$ cat src/core/led_level_params.svh
`ifndef LED_LEVEL_PARAMS_SVH
`define LED_LEVEL_PARAMS_SVH

// ****************************************************************
// Register indices, byte address is index shifted left by two
// ****************************************************************
`define IDX_LED_CONTROL 8'h01
`define IDX_LEVEL_FAULTS 8'h02
`define IDX_CONFIG 8'h04
`define IDX_IRQ_STATUS 8'h05
`define IDX_IRQ_CLEAR 8'h06
`define IDX_IRQ_ENABLE 8'h07
`define IDX_PIN_STATE 8'h08
`define ADDR_SHIFT 2

// ****************************************************************
// Reset values
// ****************************************************************
`define LED_CONTROL_RESET 8'h00
`define LEVEL_FAULTS_RESET 4'h0
`define CONFIG_RESET 6'h00
`define IRQ_RESET 2'h0
`define LED_OUT_RESET 4'h0

// ****************************************************************
// Field positions
// ****************************************************************
`define STATUS_LED_MSB 7
`define STATUS_LED_LSB 4
`define FAULT_LED_MSB 3
`define FAULT_LED_LSB 0
`define CONFIG_MSB 5
`define IRQ_SUPPLY_BIT 0
`define IRQ_DEMAG_BIT 1
`define IRQ_MSB 1
`define CHANNEL_COUNT 4

`endif

$ cat src/core/led_level_pkg.sv
package led_level_pkg;

  // APB request as seen by the slave
  typedef struct packed
  {
    logic psel;
    logic penable;
    logic pwrite;
    logic [7:0] paddr;
    logic [31:0] pwdata;
  } apb_req_t;

  // APB answer
  typedef struct packed
  {
    logic [31:0] prdata;
    logic pready;
    logic pslverr;
  } apb_rsp_t;

  // Configuration bits, status_led_sw_ctrl at bit 0
  typedef struct packed
  {
    logic supply_error_mask_bit;
    logic supply_summary_disable;
    logic supply_on_threshold_sel;
    logic level_or_supply_select;
    logic fault_led_sw_ctrl;
    logic status_led_sw_ctrl;
  } config_t;

  // Per-channel pin inputs, channel one in bit 0
  typedef struct packed
  {
    logic [3:0] supply_ok_high;
    logic [3:0] supply_ok_low;
    logic [3:0] demag_thermal;
    logic [3:0] io_channel_pin;
  } channel_pins_t;

endpackage

$ cat src/core/led_level_regs.sv
// The APB interface to the registers is this design's own decision.
`timescale 1ns/1ps
`include "led_level_params.svh"

module led_level_regs
#(
  parameter int CHANNELS = `CHANNEL_COUNT
)
(
  input logic clk_in,
  input logic arst_n_in,
  input led_level_pkg::apb_req_t apb_req_in,
  output led_level_pkg::apb_rsp_t apb_rsp_out,
  input led_level_pkg::channel_pins_t pins_in,
  output logic [3:0] status_led_out,
  output logic [3:0] fault_led_out,
  output logic fault_out,
  output logic global_supply_error_out,
  output logic irq_out
);

  // ****************************************************************
  // Elaboration check
  // ****************************************************************
  // The register layout packs exactly four channels per nibble
  generate
    if (CHANNELS != `CHANNEL_COUNT)
    begin : g_chk
      $error("led_level_regs serves exactly four channels");
    end
  endgenerate

  // ****************************************************************
  // Address map
  // ****************************************************************
  localparam logic [7:0] ADDR_LED = 8'(`IDX_LED_CONTROL << `ADDR_SHIFT);
  localparam logic [7:0] ADDR_LEVEL = 8'(`IDX_LEVEL_FAULTS << `ADDR_SHIFT);
  localparam logic [7:0] ADDR_CONFIG = 8'(`IDX_CONFIG << `ADDR_SHIFT);
  localparam logic [7:0] ADDR_ISTAT = 8'(`IDX_IRQ_STATUS << `ADDR_SHIFT);
  localparam logic [7:0] ADDR_ICLR = 8'(`IDX_IRQ_CLEAR << `ADDR_SHIFT);
  localparam logic [7:0] ADDR_IEN = 8'(`IDX_IRQ_ENABLE << `ADDR_SHIFT);
  localparam logic [7:0] ADDR_PINS = 8'(`IDX_PIN_STATE << `ADDR_SHIFT);

  // ****************************************************************
  // Pin synchronisation
  // ****************************************************************
  led_level_pkg::channel_pins_t pins_sync;
  logic [3:0] level_sync;
  logic [3:0] demag_sync;
  logic [3:0] ok_low_sync;
  logic [3:0] ok_high_sync;

  sync_2ff #(.WIDTH($bits(led_level_pkg::channel_pins_t))) u_sync
  (
    .clk_in(clk_in),
    .arst_n_in(arst_n_in),
    .d_in(pins_in),
    .q_out(pins_sync)
  );

  assign level_sync = pins_sync.io_channel_pin;
  assign demag_sync = pins_sync.demag_thermal;
  assign ok_low_sync = pins_sync.supply_ok_low;
  assign ok_high_sync = pins_sync.supply_ok_high;
  // Sync output reads zero, i.e. supply bad, until two edges after reset
  logic [1:0] primed_reg;
  logic sync_valid;
  always_ff @(posedge clk_in or negedge arst_n_in)
  begin
    if (!arst_n_in)
      primed_reg <= '0;
    else
      primed_reg <= {primed_reg[0], 1'b1};
  end
  assign sync_valid = primed_reg[1];

  // ****************************************************************
  // Bus decode
  // ****************************************************************
  logic setup_phase;
  logic access_phase;
  logic hit_led;
  logic hit_level;
  logic hit_config;
  logic hit_istat;
  logic hit_iclr;
  logic hit_ien;
  logic hit_pins;
  logic hit_any;
  logic write_ok;
  logic wr_led;
  logic wr_config;
  logic wr_iclr;
  logic wr_ien;
  logic rd_level;

  assign setup_phase = apb_req_in.psel & ~apb_req_in.penable;
  assign access_phase = apb_req_in.psel & apb_req_in.penable;
  assign hit_led = apb_req_in.paddr == ADDR_LED;
  assign hit_level = apb_req_in.paddr == ADDR_LEVEL;
  assign hit_config = apb_req_in.paddr == ADDR_CONFIG;
  assign hit_istat = apb_req_in.paddr == ADDR_ISTAT;
  assign hit_iclr = apb_req_in.paddr == ADDR_ICLR;
  assign hit_ien = apb_req_in.paddr == ADDR_IEN;
  assign hit_pins = apb_req_in.paddr == ADDR_PINS;
  assign hit_any = hit_led | hit_level | hit_config | hit_istat
                 | hit_iclr | hit_ien | hit_pins;
  // Writes to read-only words are refused with an error
  assign write_ok = hit_led | hit_config | hit_iclr | hit_ien;
  assign wr_led = access_phase & apb_req_in.pwrite & hit_led;
  assign wr_config = access_phase & apb_req_in.pwrite & hit_config;
  assign wr_iclr = access_phase & apb_req_in.pwrite & hit_iclr;
  assign wr_ien = access_phase & apb_req_in.pwrite & hit_ien;
  assign rd_level = access_phase & ~apb_req_in.pwrite & hit_level;

  // ****************************************************************
  // Registers
  // ****************************************************************
  logic [7:0] led_reg;
  led_level_pkg::config_t config_reg;
  logic [3:0] demag_reg;
  logic [3:0] demag_next;
  logic [3:0] supply_reg;
  logic [3:0] supply_next;
  logic [3:0] supply_bad;
  logic [7:0] snap_reg;
  logic [3:0] clr_demag;
  logic [3:0] clr_supply;
  logic [`IRQ_MSB:0] irq_status_reg;
  logic [`IRQ_MSB:0] irq_status_next;
  logic [`IRQ_MSB:0] irq_enable_reg;
  logic [`IRQ_MSB:0] irq_set;
  logic [`IRQ_MSB:0] irq_clr;
  logic [31:0] prdata_reg;
  logic [7:0] level_view;
  logic [7:0] rd_byte;
  logic [3:0] status_led_reg;
  logic [3:0] fault_led_reg;
  logic fault_pin_reg;

  always_ff @(posedge clk_in or negedge arst_n_in)
  begin
    if (!arst_n_in)
      led_reg <= `LED_CONTROL_RESET;
    else if (wr_led)
      led_reg <= apb_req_in.pwdata[7:0];
  end

  always_ff @(posedge clk_in or negedge arst_n_in)
  begin
    if (!arst_n_in)
      config_reg <= `CONFIG_RESET;
    else if (wr_config)
      config_reg <= apb_req_in.pwdata[`CONFIG_MSB:0];
  end

  // ****************************************************************
  // Per-channel fault latches
  // ****************************************************************
  // Only bits that were in the read snapshot are cleared, so a fault
  // raised after the setup cycle survives the read; set also wins.
  assign clr_demag = rd_level ? snap_reg[7:4] : 4'h0;
  assign clr_supply = rd_level ? snap_reg[3:0] : 4'h0;

  generate
    for (genvar i = 0; i < CHANNELS; i++)
    begin : g_chan
      assign supply_bad[i] = sync_valid & (config_reg.supply_on_threshold_sel
                           ? ~ok_high_sync[i] : ~ok_low_sync[i]);
      assign demag_next[i] = demag_sync[i]
                           | (demag_reg[i] & ~clr_demag[i]);
      assign supply_next[i] = supply_bad[i]
                            | (supply_reg[i] & ~clr_supply[i]);
    end
  endgenerate

  always_ff @(posedge clk_in or negedge arst_n_in)
  begin
    if (!arst_n_in)
    begin
      demag_reg <= `LEVEL_FAULTS_RESET;
      supply_reg <= `LEVEL_FAULTS_RESET;
    end
    else
    begin
      demag_reg <= demag_next;
      supply_reg <= supply_next;
    end
  end

  // ****************************************************************
  // Interrupt status
  // ****************************************************************
  assign irq_set[`IRQ_SUPPLY_BIT] = (|supply_reg)
                                  & ~config_reg.supply_summary_disable;
  assign irq_set[`IRQ_DEMAG_BIT] = |demag_reg;
  assign irq_clr = wr_iclr ? apb_req_in.pwdata[`IRQ_MSB:0] : `IRQ_RESET;
  assign irq_status_next = irq_set | (irq_status_reg & ~irq_clr);

  always_ff @(posedge clk_in or negedge arst_n_in)
  begin
    if (!arst_n_in)
    begin
      irq_status_reg <= `IRQ_RESET;
      irq_enable_reg <= `IRQ_RESET;
    end
    else
    begin
      irq_status_reg <= irq_status_next;
      if (wr_ien)
        irq_enable_reg <= apb_req_in.pwdata[`IRQ_MSB:0];
    end
  end

  assign irq_out = |(irq_status_reg & irq_enable_reg);
  assign global_supply_error_out = irq_status_reg[`IRQ_SUPPLY_BIT];

  // ****************************************************************
  // Read path
  // ****************************************************************
  assign level_view = {demag_reg, config_reg.level_or_supply_select
                       ? supply_reg : level_sync};
  assign rd_byte = hit_led ? led_reg
                 : hit_level ? level_view
                 : hit_config ? {2'h0, config_reg}
                 : hit_istat ? {6'h00, irq_status_reg}
                 : hit_ien ? {6'h00, irq_enable_reg}
                 : hit_pins ? {ok_high_sync, ok_low_sync}
                 : 8'h00;

  // Read data is sampled in the setup cycle and held for the access
  always_ff @(posedge clk_in or negedge arst_n_in)
  begin
    if (!arst_n_in)
    begin
      prdata_reg <= 32'h0000_0000;
      snap_reg <= 8'h00;
    end
    else if (setup_phase)
    begin
      prdata_reg <= {24'h00_0000, rd_byte};
      snap_reg <= {demag_reg, supply_reg};
    end
  end

  assign apb_rsp_out.prdata = prdata_reg;
  assign apb_rsp_out.pready = access_phase;
  assign apb_rsp_out.pslverr = access_phase
                             & (~hit_any | (apb_req_in.pwrite & ~write_ok));

  // ****************************************************************
  // LED and fault pin drivers
  // ****************************************************************
  always_ff @(posedge clk_in or negedge arst_n_in)
  begin
    if (!arst_n_in)
    begin
      status_led_reg <= `LED_OUT_RESET;
      fault_led_reg <= `LED_OUT_RESET;
      fault_pin_reg <= 1'b0;
    end
    else
    begin
      status_led_reg <= config_reg.status_led_sw_ctrl
                      ? led_reg[`STATUS_LED_MSB:`STATUS_LED_LSB]
                      : level_sync;
      fault_led_reg <= config_reg.fault_led_sw_ctrl
                     ? led_reg[`FAULT_LED_MSB:`FAULT_LED_LSB]
                     : (demag_reg | supply_reg);
      fault_pin_reg <= (|supply_reg)
                     & ~config_reg.supply_error_mask_bit;
    end
  end

  assign status_led_out = status_led_reg;
  assign fault_led_out = fault_led_reg;
  assign fault_out = fault_pin_reg;

  // ****************************************************************
  // Assertions
  // ****************************************************************
  AST_LED_WRITE:
    assert property (@(posedge clk_in) disable iff (!arst_n_in)
      wr_led |=> led_reg == $past(apb_req_in.pwdata[7:0]))
    else $error("LED register did not take written byte");

  AST_STATUS_HW:
    assert property (@(posedge clk_in) disable iff (!arst_n_in)
      !config_reg.status_led_sw_ctrl |=> status_led_out == $past(level_sync))
    else $error("Status LEDs not following channel level");

  AST_STATUS_SW:
    assert property (@(posedge clk_in) disable iff (!arst_n_in)
      config_reg.status_led_sw_ctrl
      |=> status_led_out == $past(led_reg[7:4]))
    else $error("Status LEDs not following software bits");

  AST_FAULT_HW:
    assert property (@(posedge clk_in) disable iff (!arst_n_in)
      !config_reg.fault_led_sw_ctrl
      |=> fault_led_out == ($past(demag_reg) | $past(supply_reg)))
    else $error("Fault LEDs not following fault state");

  AST_FAULT_SW:
    assert property (@(posedge clk_in) disable iff (!arst_n_in)
      config_reg.fault_led_sw_ctrl |=> fault_led_out == $past(led_reg[3:0]))
    else $error("Fault LEDs not following software bits");

  AST_DEMAG_LATCH:
    assert property (@(posedge clk_in) disable iff (!arst_n_in)
      (|demag_sync) |=> (demag_reg & $past(demag_sync)) == $past(demag_sync))
    else $error("Demag thermal flag not latched");

  AST_LEVEL_VIEW:
    assert property (@(posedge clk_in) disable iff (!arst_n_in)
      setup_phase && hit_level
      |=> prdata_reg[3:0] == ($past(config_reg.level_or_supply_select)
          ? $past(supply_reg) : $past(level_sync)))
    else $error("Level register low nibble has wrong source");

  AST_SUPPLY_SET:
    assert property (@(posedge clk_in) disable iff (!arst_n_in)
      (|supply_bad) |=> (supply_reg & $past(supply_bad)) == $past(supply_bad))
    else $error("Supply fault not set on bad supply");

  AST_SUPPLY_HOLD:
    assert property (@(posedge clk_in) disable iff (!arst_n_in)
      !rd_level |=> (supply_reg & $past(supply_reg)) == $past(supply_reg))
    else $error("Supply fault dropped without a read");

  AST_GLOBAL_ERR:
    assert property (@(posedge clk_in) disable iff (!arst_n_in)
      (|supply_reg) && !config_reg.supply_summary_disable
      |=> global_supply_error_out)
    else $error("Global supply error not raised");

  AST_FAULT_PIN:
    assert property (@(posedge clk_in) disable iff (!arst_n_in)
      ##1 fault_out == ((|$past(supply_reg))
                        & ~$past(config_reg.supply_error_mask_bit)))
    else $error("Fault output disagrees with supply faults");

  AST_READ_CLEAR:
    assert property (@(posedge clk_in) disable iff (!arst_n_in)
      rd_level && demag_sync == 4'h0
      |=> (demag_reg & $past(snap_reg[7:4])) == 4'h0)
    else $error("Level register read did not clear demag flags");

endmodule

$ cat src/core/sync_2ff.sv
`timescale 1ns/1ps
module sync_2ff
#(
  parameter int WIDTH = 16
)
(
  input logic clk_in,
  input logic arst_n_in,
  input logic [WIDTH-1:0] d_in,
  output logic [WIDTH-1:0] q_out
);

  // First stage is read by the second stage only
  logic [WIDTH-1:0] meta_reg;
  logic [WIDTH-1:0] stable_reg;

  generate
    if (WIDTH < 1)
    begin : g_chk
      $error("sync_2ff width must be positive");
    end
  endgenerate

  always_ff @(posedge clk_in or negedge arst_n_in)
  begin
    if (!arst_n_in)
    begin
      meta_reg <= '0;
      stable_reg <= '0;
    end
    else
    begin
      meta_reg <= d_in;
      stable_reg <= meta_reg;
    end
  end

  assign q_out = stable_reg;

endmodule

$ cat config.mk
export PLATFORM = sky130hd
export DESIGN_NAME = led_level_regs
export DESIGN_NICKNAME = d
export VERILOG_FILES = /design/src/core/led_level_pkg.sv /design/src/core/led_level_regs.sv /design/src/core/sync_2ff.sv
export VERILOG_INCLUDE_DIRS = /design/src /design/src/core
export SDC_FILE = /design/constraint.sdc
export NUM_CORES = 1
export LEC_CHECK = 0
export BUFFER_PORTS_ARGS = -buffer_cell sky130_fd_sc_hd__buf_2
export CAP_MARGIN = 15
export CORE_MARGIN = 1.5
export CORE_UTILIZATION = 55
export DETAILED_ROUTE_END_ITERATION = 6
export GPL_TIMING_DRIVEN = 1
export PLACE_DENSITY = 0.84
export REMOVE_ABC_BUFFERS = 1
export SLEW_MARGIN = 20
export SYNTH_ARGS = -nofsm -noshare
export SYNTH_HDL_FRONTEND = slang
export SYNTH_HIERARCHICAL = 1
export SYNTH_SLANG_ARGS = --single-unit
$ cat constraint.sdc
create_clock -name clk_in -period 4 [get_ports clk_in]
set_input_delay 1 -clock clk_in [delete_from_list [all_inputs] [get_ports clk_in]]
set_output_delay 1 -clock clk_in [all_outputs]
set_load 0.02 [all_outputs]
# After elaboration in Yosys (flattened, before gate mapping)
# Cells that the tools add are included.
# totals
ff_bits	85
inputBits	61
wordCells	115
# op_classes
n_eq_ne	7
bitwise	70
reduce_logical	3
n_mux	16
# ops
operator	n
8-bit 2-to-1 mux	6
8-bit by 5-bit == test with 1-bit output, second input constant	4
1-bit bitwise AND	25
1-bit NOT	22
4-bit 2-to-1 mux	5
1-bit bitwise OR	18
8-bit by 3-bit == test with 1-bit output, second input constant	1
8-bit by 4-bit == test with 1-bit output, second input constant	1
8-bit by 6-bit == test with 1-bit output, second input constant	1
4-bit OR reduction	2
2-bit bitwise AND	2
1-bit 2-to-1 mux	4
4-bit bitwise OR	1
2-bit 2-to-1 mux	1
2-bit NOT	1
2-bit bitwise OR	1
2-bit OR reduction	1

# Longest topological paths before layout
# Gate-level depths: netlist (run 1).
# depth
ltp_word	10
depth_mapped	7

# By module
# Netlist (run 1), hierarchy kept.
# modules_own_cells
mod	area_each_um2	instances	cells_each
led_level_regs	2790.2	1	284
sync_2ff	800.8	1	32

# Worst setup path before layout (run 1)
# No wires, ideal clock.
# synth_path
path_type	input to output
start	in apb_req_in[34] (netlist bit)
end	out apb_rsp_out[0] (netlist bit)
slack_ps	1118
t_arrival_ps	1882
n_path_buf	1
required_ps	3000
stages	5
cell_sequence	buf_1 -> nor2_1 -> mux2i_1 -> o32ai_1 -> a21oi_1
# synth_lines
item	line_no	source
start, declared	led_level_regs.sv:12	input led_level_pkg::apb_req_t apb_req_in,
end, declared	led_level_regs.sv:13	output led_level_pkg::apb_rsp_t apb_rsp_out,

==> impl_results.md, run 1 <==
* H-tree depth at 3
* Ant diodes at 0
* Peak VDD IR at ~0.00034 V
* Clock slew at reported path FFs at 80 ps
* Initial antenna violation count at 0
* Top FF cell, synth: dfrtp_1
* Finished Layout Cells at 453
* Initial drt markers at 289
* CP max FO at 4
* RSZ-0062 raised after global routing: false
* Arr. time, crit path at 2010 ps
* Comb power frac at just over 8%
* Setup crit start kind: input pin
* CP required at 3000 ps
* Die Ht at between 80 and 90 um
* Relative slew slack at 37.1%
* Power Density at 426 nW/um^2
* Final Max Slew Viols at 0
* Worst hold path type: flip-flop to flip-flop
* Final instance area at just over 4000 um^2
* Worst setup EP type: primary output
* Area fraction of the dominant cell type after synthesis at 59.2%
* Async SR Flop Fraction at 100%
* Die area at ~7000 um^2
* Clock power share at 38.7%
* PostCTS Resize Cnt at 0
* Crit path kind: input pin to primary output
* Static leakage at 1.90 nW
* CTS Buffer Depth at 2
* Synth Area per Inst at between 10 and 15 um^2
* Top Ports at 106
* Routed WL per cell at 16.3 um
* Sw Share at between 20% and 30%
* Initial Util at a little under three fifths
* Core region area at 6310 um^2
* Sequential fraction of design power at 53.2%
* Met3 usage at between 5 and 6%
* Clock net sink count at 85
* Routed Antenna Nets at 0
* Synth Instances at between 300 and 400
* Peak Freq at 332 MHz
* DR vias at 2526
* Final Setup Violations at 0
* Max Clock Skew at 10.5 ps
* Final Hold Fails at 0
* Synthesized area at roughly 3600 um^2
* Setup tns final at 0 ps
* GRT met2 Usage at 34.1%
* Fin Hold WS at 348 ps
* Placement Rows at 29
* Total power at approximately 0.0017 W
* Synth area leader: dfrtp_1
* GR Util met1 at 28.0%
* R2r worst-path depth at 5
* Nets@finish at 432
* Status: complete, no violations
* Total GRT Usage at 22.6%
* Sequential area share after synthesis at between 50% and 60%
* Vias in the first global route at 2502
* First-pass GRT wire length at 11900 um
* Switching power at 0.000427 W
* Fin crit period at ~3000 ps
* CTS tree: yes
* Register Area at 2130 um^2
* Die span in x at around 84 um
* Area contributors post-synth: dfrtp_1, nand2_1, buf_4
* Total CTS buffers at 9
* Synth warn at 6
* Fin crit share at 75.2%
* Area grow syn2layout at 12.5%
* Synth unique cells at 39
* Via density at 5.58
* CTS hold repair buffers at 0
* Routability congestion estimate from global placement at 0.896
* GRT overflow at 0
* Port Buffers at 57
* Final WL at 7380 um
* Clock latency on the worst-skew pair at 360 ps
* Clock Tree Root: clkbuf_8
* Post-synthesis register bit count at 85
* Post-CTS Setup Bufs at 0
* Hold path cells at 0
* Int Pwr at roughly 0.0013 W
* Fill count at roughly 490
* Post-synth EDFFs at 0
* Tightest Pin Transition at 943 ps
* GRT Max-Usage Layer: met2
* Cells after DPL at 437
* HPWL Detailed at 5110 um
* Footprint of the multi-input gates at between 1000 and 1500 um^2
* Residual DRC count at 0
* Largest net degree at the start of global routing at 86
* First drt pass iteration count at 4
* Max cap viols at 0
* Share of layout cells above drive strength 1 at about a quarter
* Cell Area, Placed at approximately 3800 um^2
==> synth_stat cells (all sizes together) (2+ instances only) <==
cell type and count:
a21o 4, a21oi 13, a22o 7, a22oi 2, a31oi 3, and3 8
buf 31, clkbuf 5, conb 2, dfrtp 85, inv 4, mux2 21
mux2i 7, nand2 64, nor2 16, nor2b 4, nor4 5, nor4b 3
o21ai 18, o22ai 2, o31ai 2, or3 2
==> cell usage in the layout (no fill, tap or decap), types with 3 or more instances in the layout <==
cell / instances
mux2_1: 14
o21ai_0: 17
a21oi_1: 13
conb_1: 25
nor2b_1: 4
a31oi_1: 3
buf_2: 56
nor2_1: 16
inv_1: 4
clkbuf_8: 9
and3_1: 8
mux2i_1: 7
mux2_2: 7
nand2_1: 63
dfrtp_1: 85
a22o_1: 7
a21o_1: 4
==> kinds of logic after synthesis <==
family	after synthesis	synth area share (%)
AND/OR/NAND/NOR	106	15.2
other	2	0.209
multiplexers	28	8.54
buffers and inverters	40	7.32
flip-flops	85	59.2
AO/OA/AOI/OAI	55	9.48
==> final timing paths <==
kind,from,to,slack [ps]
max in group asynchronous,arst_n_in,status_led_out[0],2840
min,u_sync/meta_reg[9],u_sync/q_out[9],350
min reg2reg,u_sync/meta_reg[9],u_sync/q_out[9],350
min in group asynchronous,arst_n_in,snap_reg[6],670
max reg2reg,config_reg[2],prdata_reg[3],2370
max,apb_req_in[40],apb_rsp_out[0],990
==> power groups by stage <==
| stage | sequential, W | clock, W | combinational (W) |
|---|---|---|---|
| floorplan | 0.000934 | 0 | 0.0000648 |
| detailed placement | 0.000931 | 0 | 0.000138 |
| CTS | 0.000914 | 0.000676 | 0.000139 |
| global placement | 0.000929 | 0 | 0.000134 |
| finish | 0.000915 | 0.000665 | 0.000139 |
| global route | 0.000918 | 0.000717 | 0.000154 |
==> metrics by stage <==
stage,utilization (%),setup WS [ps]
after detailed placement,60.4,1010
final,64.0,992
after global routing,64.0,919
after global placement,60.4,1140
after CTS,63.9,1000
after floorplan,-,1300
==> layer usage <==
layer  vias to the layer above  part of all wire [%]  wire length, um
met5                         -                     0                0
met4                         0                   4.8              357
met3                        39                   6.5              483
met2                       111                    48             3540
met1                      1239                    41             3000
li1                       1137                     -                -
==> worst max-delay path, stage by stage <==
cell	delay (ps)
buf_2	150
inv_1	70
o21ai_0	200
o21a_1	170
o32ai_1	80
a21oi_1	150
buf_2	190
==> area by class of cell <==
cell class / count / share of cell area, %
Sequential cell: 85 / 52.7
Multi-Input combinational cell: 214 / 31.9
Timing Repair Buffer: 57 / 7.22
Clock buffer: 9 / 3.07
Clock inverter: 7 / 2.42
Tap cell: 77 / 2.39
Inverter: 4 / 0.372
Power figures use the tool's default switching activity.
==> run 2, diff against run 1 <==
--- a/config.mk
+++ b/config.mk
@@ -6,13 +6,14 @@
 export SDC_FILE = /design/constraint.sdc
 export NUM_CORES = 1
 export LEC_CHECK = 0
+export ABC_AREA = 1
 export BUFFER_PORTS_ARGS = -buffer_cell sky130_fd_sc_hd__buf_2
 export CAP_MARGIN = 15
 export CORE_MARGIN = 1.5
-export CORE_UTILIZATION = 55
+export CORE_UTILIZATION = 46
 export DETAILED_ROUTE_END_ITERATION = 6
 export GPL_TIMING_DRIVEN = 1
-export PLACE_DENSITY = 0.84
+export PLACE_DENSITY = 0.75
 export REMOVE_ABC_BUFFERS = 1
 export SLEW_MARGIN = 20
 export SYNTH_ARGS = -nofsm -noshare
==> constraint.sdc (replaced) <==
create_clock -name clk_in -period 2.63 [get_ports clk_in]
set_input_delay 0.6575 -clock clk_in [delete_from_list [all_inputs] [get_ports clk_in]]
set_output_delay 0.6575 -clock clk_in [all_outputs]
set_load 0.02 [all_outputs]
==> run 2 against run 1 <==
  * Final area up 2.5%
  * Synthesized area rose by 0.42%
  * Total power up 48%
  * Clock power is 48% higher
  * Sequential share of layout area decreased by 1.3 points
  * Routed wire length shrank 5.9%
  * Setup slack got worse by 770 ps
  * Sequential power grew 50%
  * Synthesized cell count increased by 18%
  * Clock skew increased by 0.57 ps
  * First-iteration DRC count decreased by 12%
  * Non-clock buffer count is 4 higher
  * Largest power group unchanged
==> impl_results.md, run 2 <==
* Status: complete, no violations
* Static leakage at 2.09 nW
* Post-synth top cells: nand2_1, dfrtp_1, inv_1
* Reg2reg start: config_reg[2]
* DR vias at 2584
* Synth warn at 6
* R2R Setup Slk at 1400 ps
* Clock latency on the worst-skew pair at approximately 350 ps
* Clock slew at reported path FFs at 70 ps
* HPWL Detailed at approximately 5200 um
* Final Max Slew Viols at 0
* RSZ-0062 raised after global routing: false
* H-tree depth at 3
* CTS tree: yes
* Post-synthesis register bit count at 85
* Area contributors post-synth: dfrtp_1, nand2_1, buf_4
* Initial drt markers at between 200 and 300
* Peak Freq at 415 MHz
* Top FF cell, synth: dfrtp_1
* Int Pwr at 0.00195 W
* Fin crit share at 91.5%
* Die Ht at 91.5 um
* First-pass GRT wire length at 11300 um
* Top Ports at 106
* Crit path from: apb_req_in[38]
* Most common cell in the netlist: nand2_1
* Fin crit period at around 2400 ps
* Final Setup Violations at 0
* CP required at 1970 ps
* Area fraction of the dominant cell type after synthesis at 59.0%
* Die area at 8380 um^2
* Synth unique cells at 32
* Largest net degree at the start of global routing at 51
* Crit path kind: input pin to primary output
* CTS hold repair buffers at 0
* Synth Instances at 373
* Total GRT Usage at 17.8%
* PostCTS Resize Cnt at 0
* Ant diodes at 0
* Relative slew slack at 65.0%
* Power Density at just over 600 nW/um^2
* Total CTS buffers at 9
* Initial Util at 47.2%
* Synth area leader: dfrtp_1
* Sw Share at 23.5%
* Residual DRC count at 0
* Final Hold Fails at 0
* Worst setup EP type: primary output
* Die span in x at 91.5 um
* Port Buffers at 57
* Routability congestion estimate from global placement at 0.930
* Async SR Flop Fraction at between 90% and 100%
* Nets@finish at 498
* Commonest non-fill, non-tap cell in the layout: nand2_1
* Vias in the first global route at between 2000 and 2500
* First drt pass iteration count at 4
* Most frequent cells in the layout: nand2_1, dfrtp_1, buf_2, inv_1, conb_1
* Clock power share at a little under 40%
* Routed Antenna Nets at 0
* Area grow syn2layout at 14.9%
* Sequential area share after synthesis at about three fifths
* Arr. time, crit path at 1750 ps
* Sequential fraction of design power at between 50% and 60%
* Via density at ~4.8
* Max cap viols at 0
* Tightest Pin Transition at 520 ps
* Comb power frac at 7.4%
* Fin Hold WS at 264 ps
* Synthesized area at between 3000 and 4000 um^2
* Initial antenna violation count at 0
* Clock Tree Root: clkbuf_8
* Placement Rows at 32
* Setup tns final at 0 ps
* Final WL at roughly 6900 um
* Share of layout cells above drive strength 1 at 25.3%
* Setup crit start kind: input pin
* Post-synth EDFFs at 0
* Routed WL per cell at 12.8 um
* Worst hold path type: input pin to asynchronous set/reset pin
* Max Clock Skew at 11.1 ps
* Synth Area per Inst at 9.67 um^2
* Clock net sink count at 85
* CTS Buffer Depth at 2
* GRT overflow at 0
* Core region area at between 7000 and 8000 um^2
* Peak VDD IR at 0.000274 V
* Final Util at 54.2%
* Switching power at 0.000597 W
* Post-CTS Setup Bufs at 0
* CP max FO at 6
==> run 2: cell count changes after synthesis, moves of 6 or more <==
cell and delta:
o21ai_2 +12, inv_2 +7, mux2_2 -7, mux2_1 -14, and3_1 -8, o21ai_1 +15
nand2_1 +23, inv_1 +34, mux2i_1 -7, a21oi_1 -9, nand3_1 +21, a22o_1 -6
o21ai_0 +7, nand4_1 +6
==> run 2: cell families after synthesis <==
| kind of cell | Yosys count | share of synthesized area [%] |
|---|---|---|
| buffers and inverters | 79 | 11.5 |
| AO/OA/AOI/OAI | 63 | 10.5 |
| AND/OR/NAND/NOR | 144 | 18.8 |
| other | 2 | 0.208 |
| flip-flops | 85 | 59.0 |
==> run 2: area by class of cell <==
cell class	count	area, um^2
multi-input cells	232	1150
repair buffers	61	330
flip-flops and latches	85	2130
well taps	102	128
inverters	48	188
clock inverters	5	85.1
fillers	689	3510
clock buffers	11	131
==> run 2: worst paths after layout <==
path                                 endpoint  depth (start not counted)
max                            apb_rsp_out[0]                         10
min in group clk_in          u_sync/q_out[11]                          0
max in group asynchronous     u_sync/q_out[1]                          2
min reg2reg                  u_sync/q_out[11]                          0
max reg2reg                     prdata_reg[2]                          6
min                        u_sync/meta_reg[5]                          1
==> run 2: per-layer routing <==
metal  share of wire (%)  GRT usage (%)
met1                  44           23.1
met2                  48           28.2
met3                 5.4           4.44
met4                 2.6           7.81
met5                   0              0
==> run 2: per-stage QoR <==
stage	total power, W	cell area (um^2)	cells	setup WS [ps]
after floorplan	0.00150	3470	365	483
after global placement	0.00159	3930	528	234
after detailed placement	0.00159	3930	528	233
after CTS	0.00257	4140	544	220
after global routing	0.00266	4140	544	113
final	0.00254	4140	544	223
==> run 2: power by group through the flow <==
stage	clock network, W	logic, W	registers, W
after floorplan	0	0.000101	0.00140
after global placement	0	0.000187	0.00140
after detailed placement	0	0.000191	0.00140
after CTS	0.00101	0.000192	0.00137
after global routing	0.00107	0.000214	0.00138
final	0.000981	0.000189	0.00137
==> run 2: critical path, cell delays in order <==
cell	delay, ps
buf_2	100
inv_2	40
nand2_1	100
nor2_2	250
nand2_1	160
nand3_1	110
nand2_1	50
nand4_1	80
inv_1	40
buf_2	150
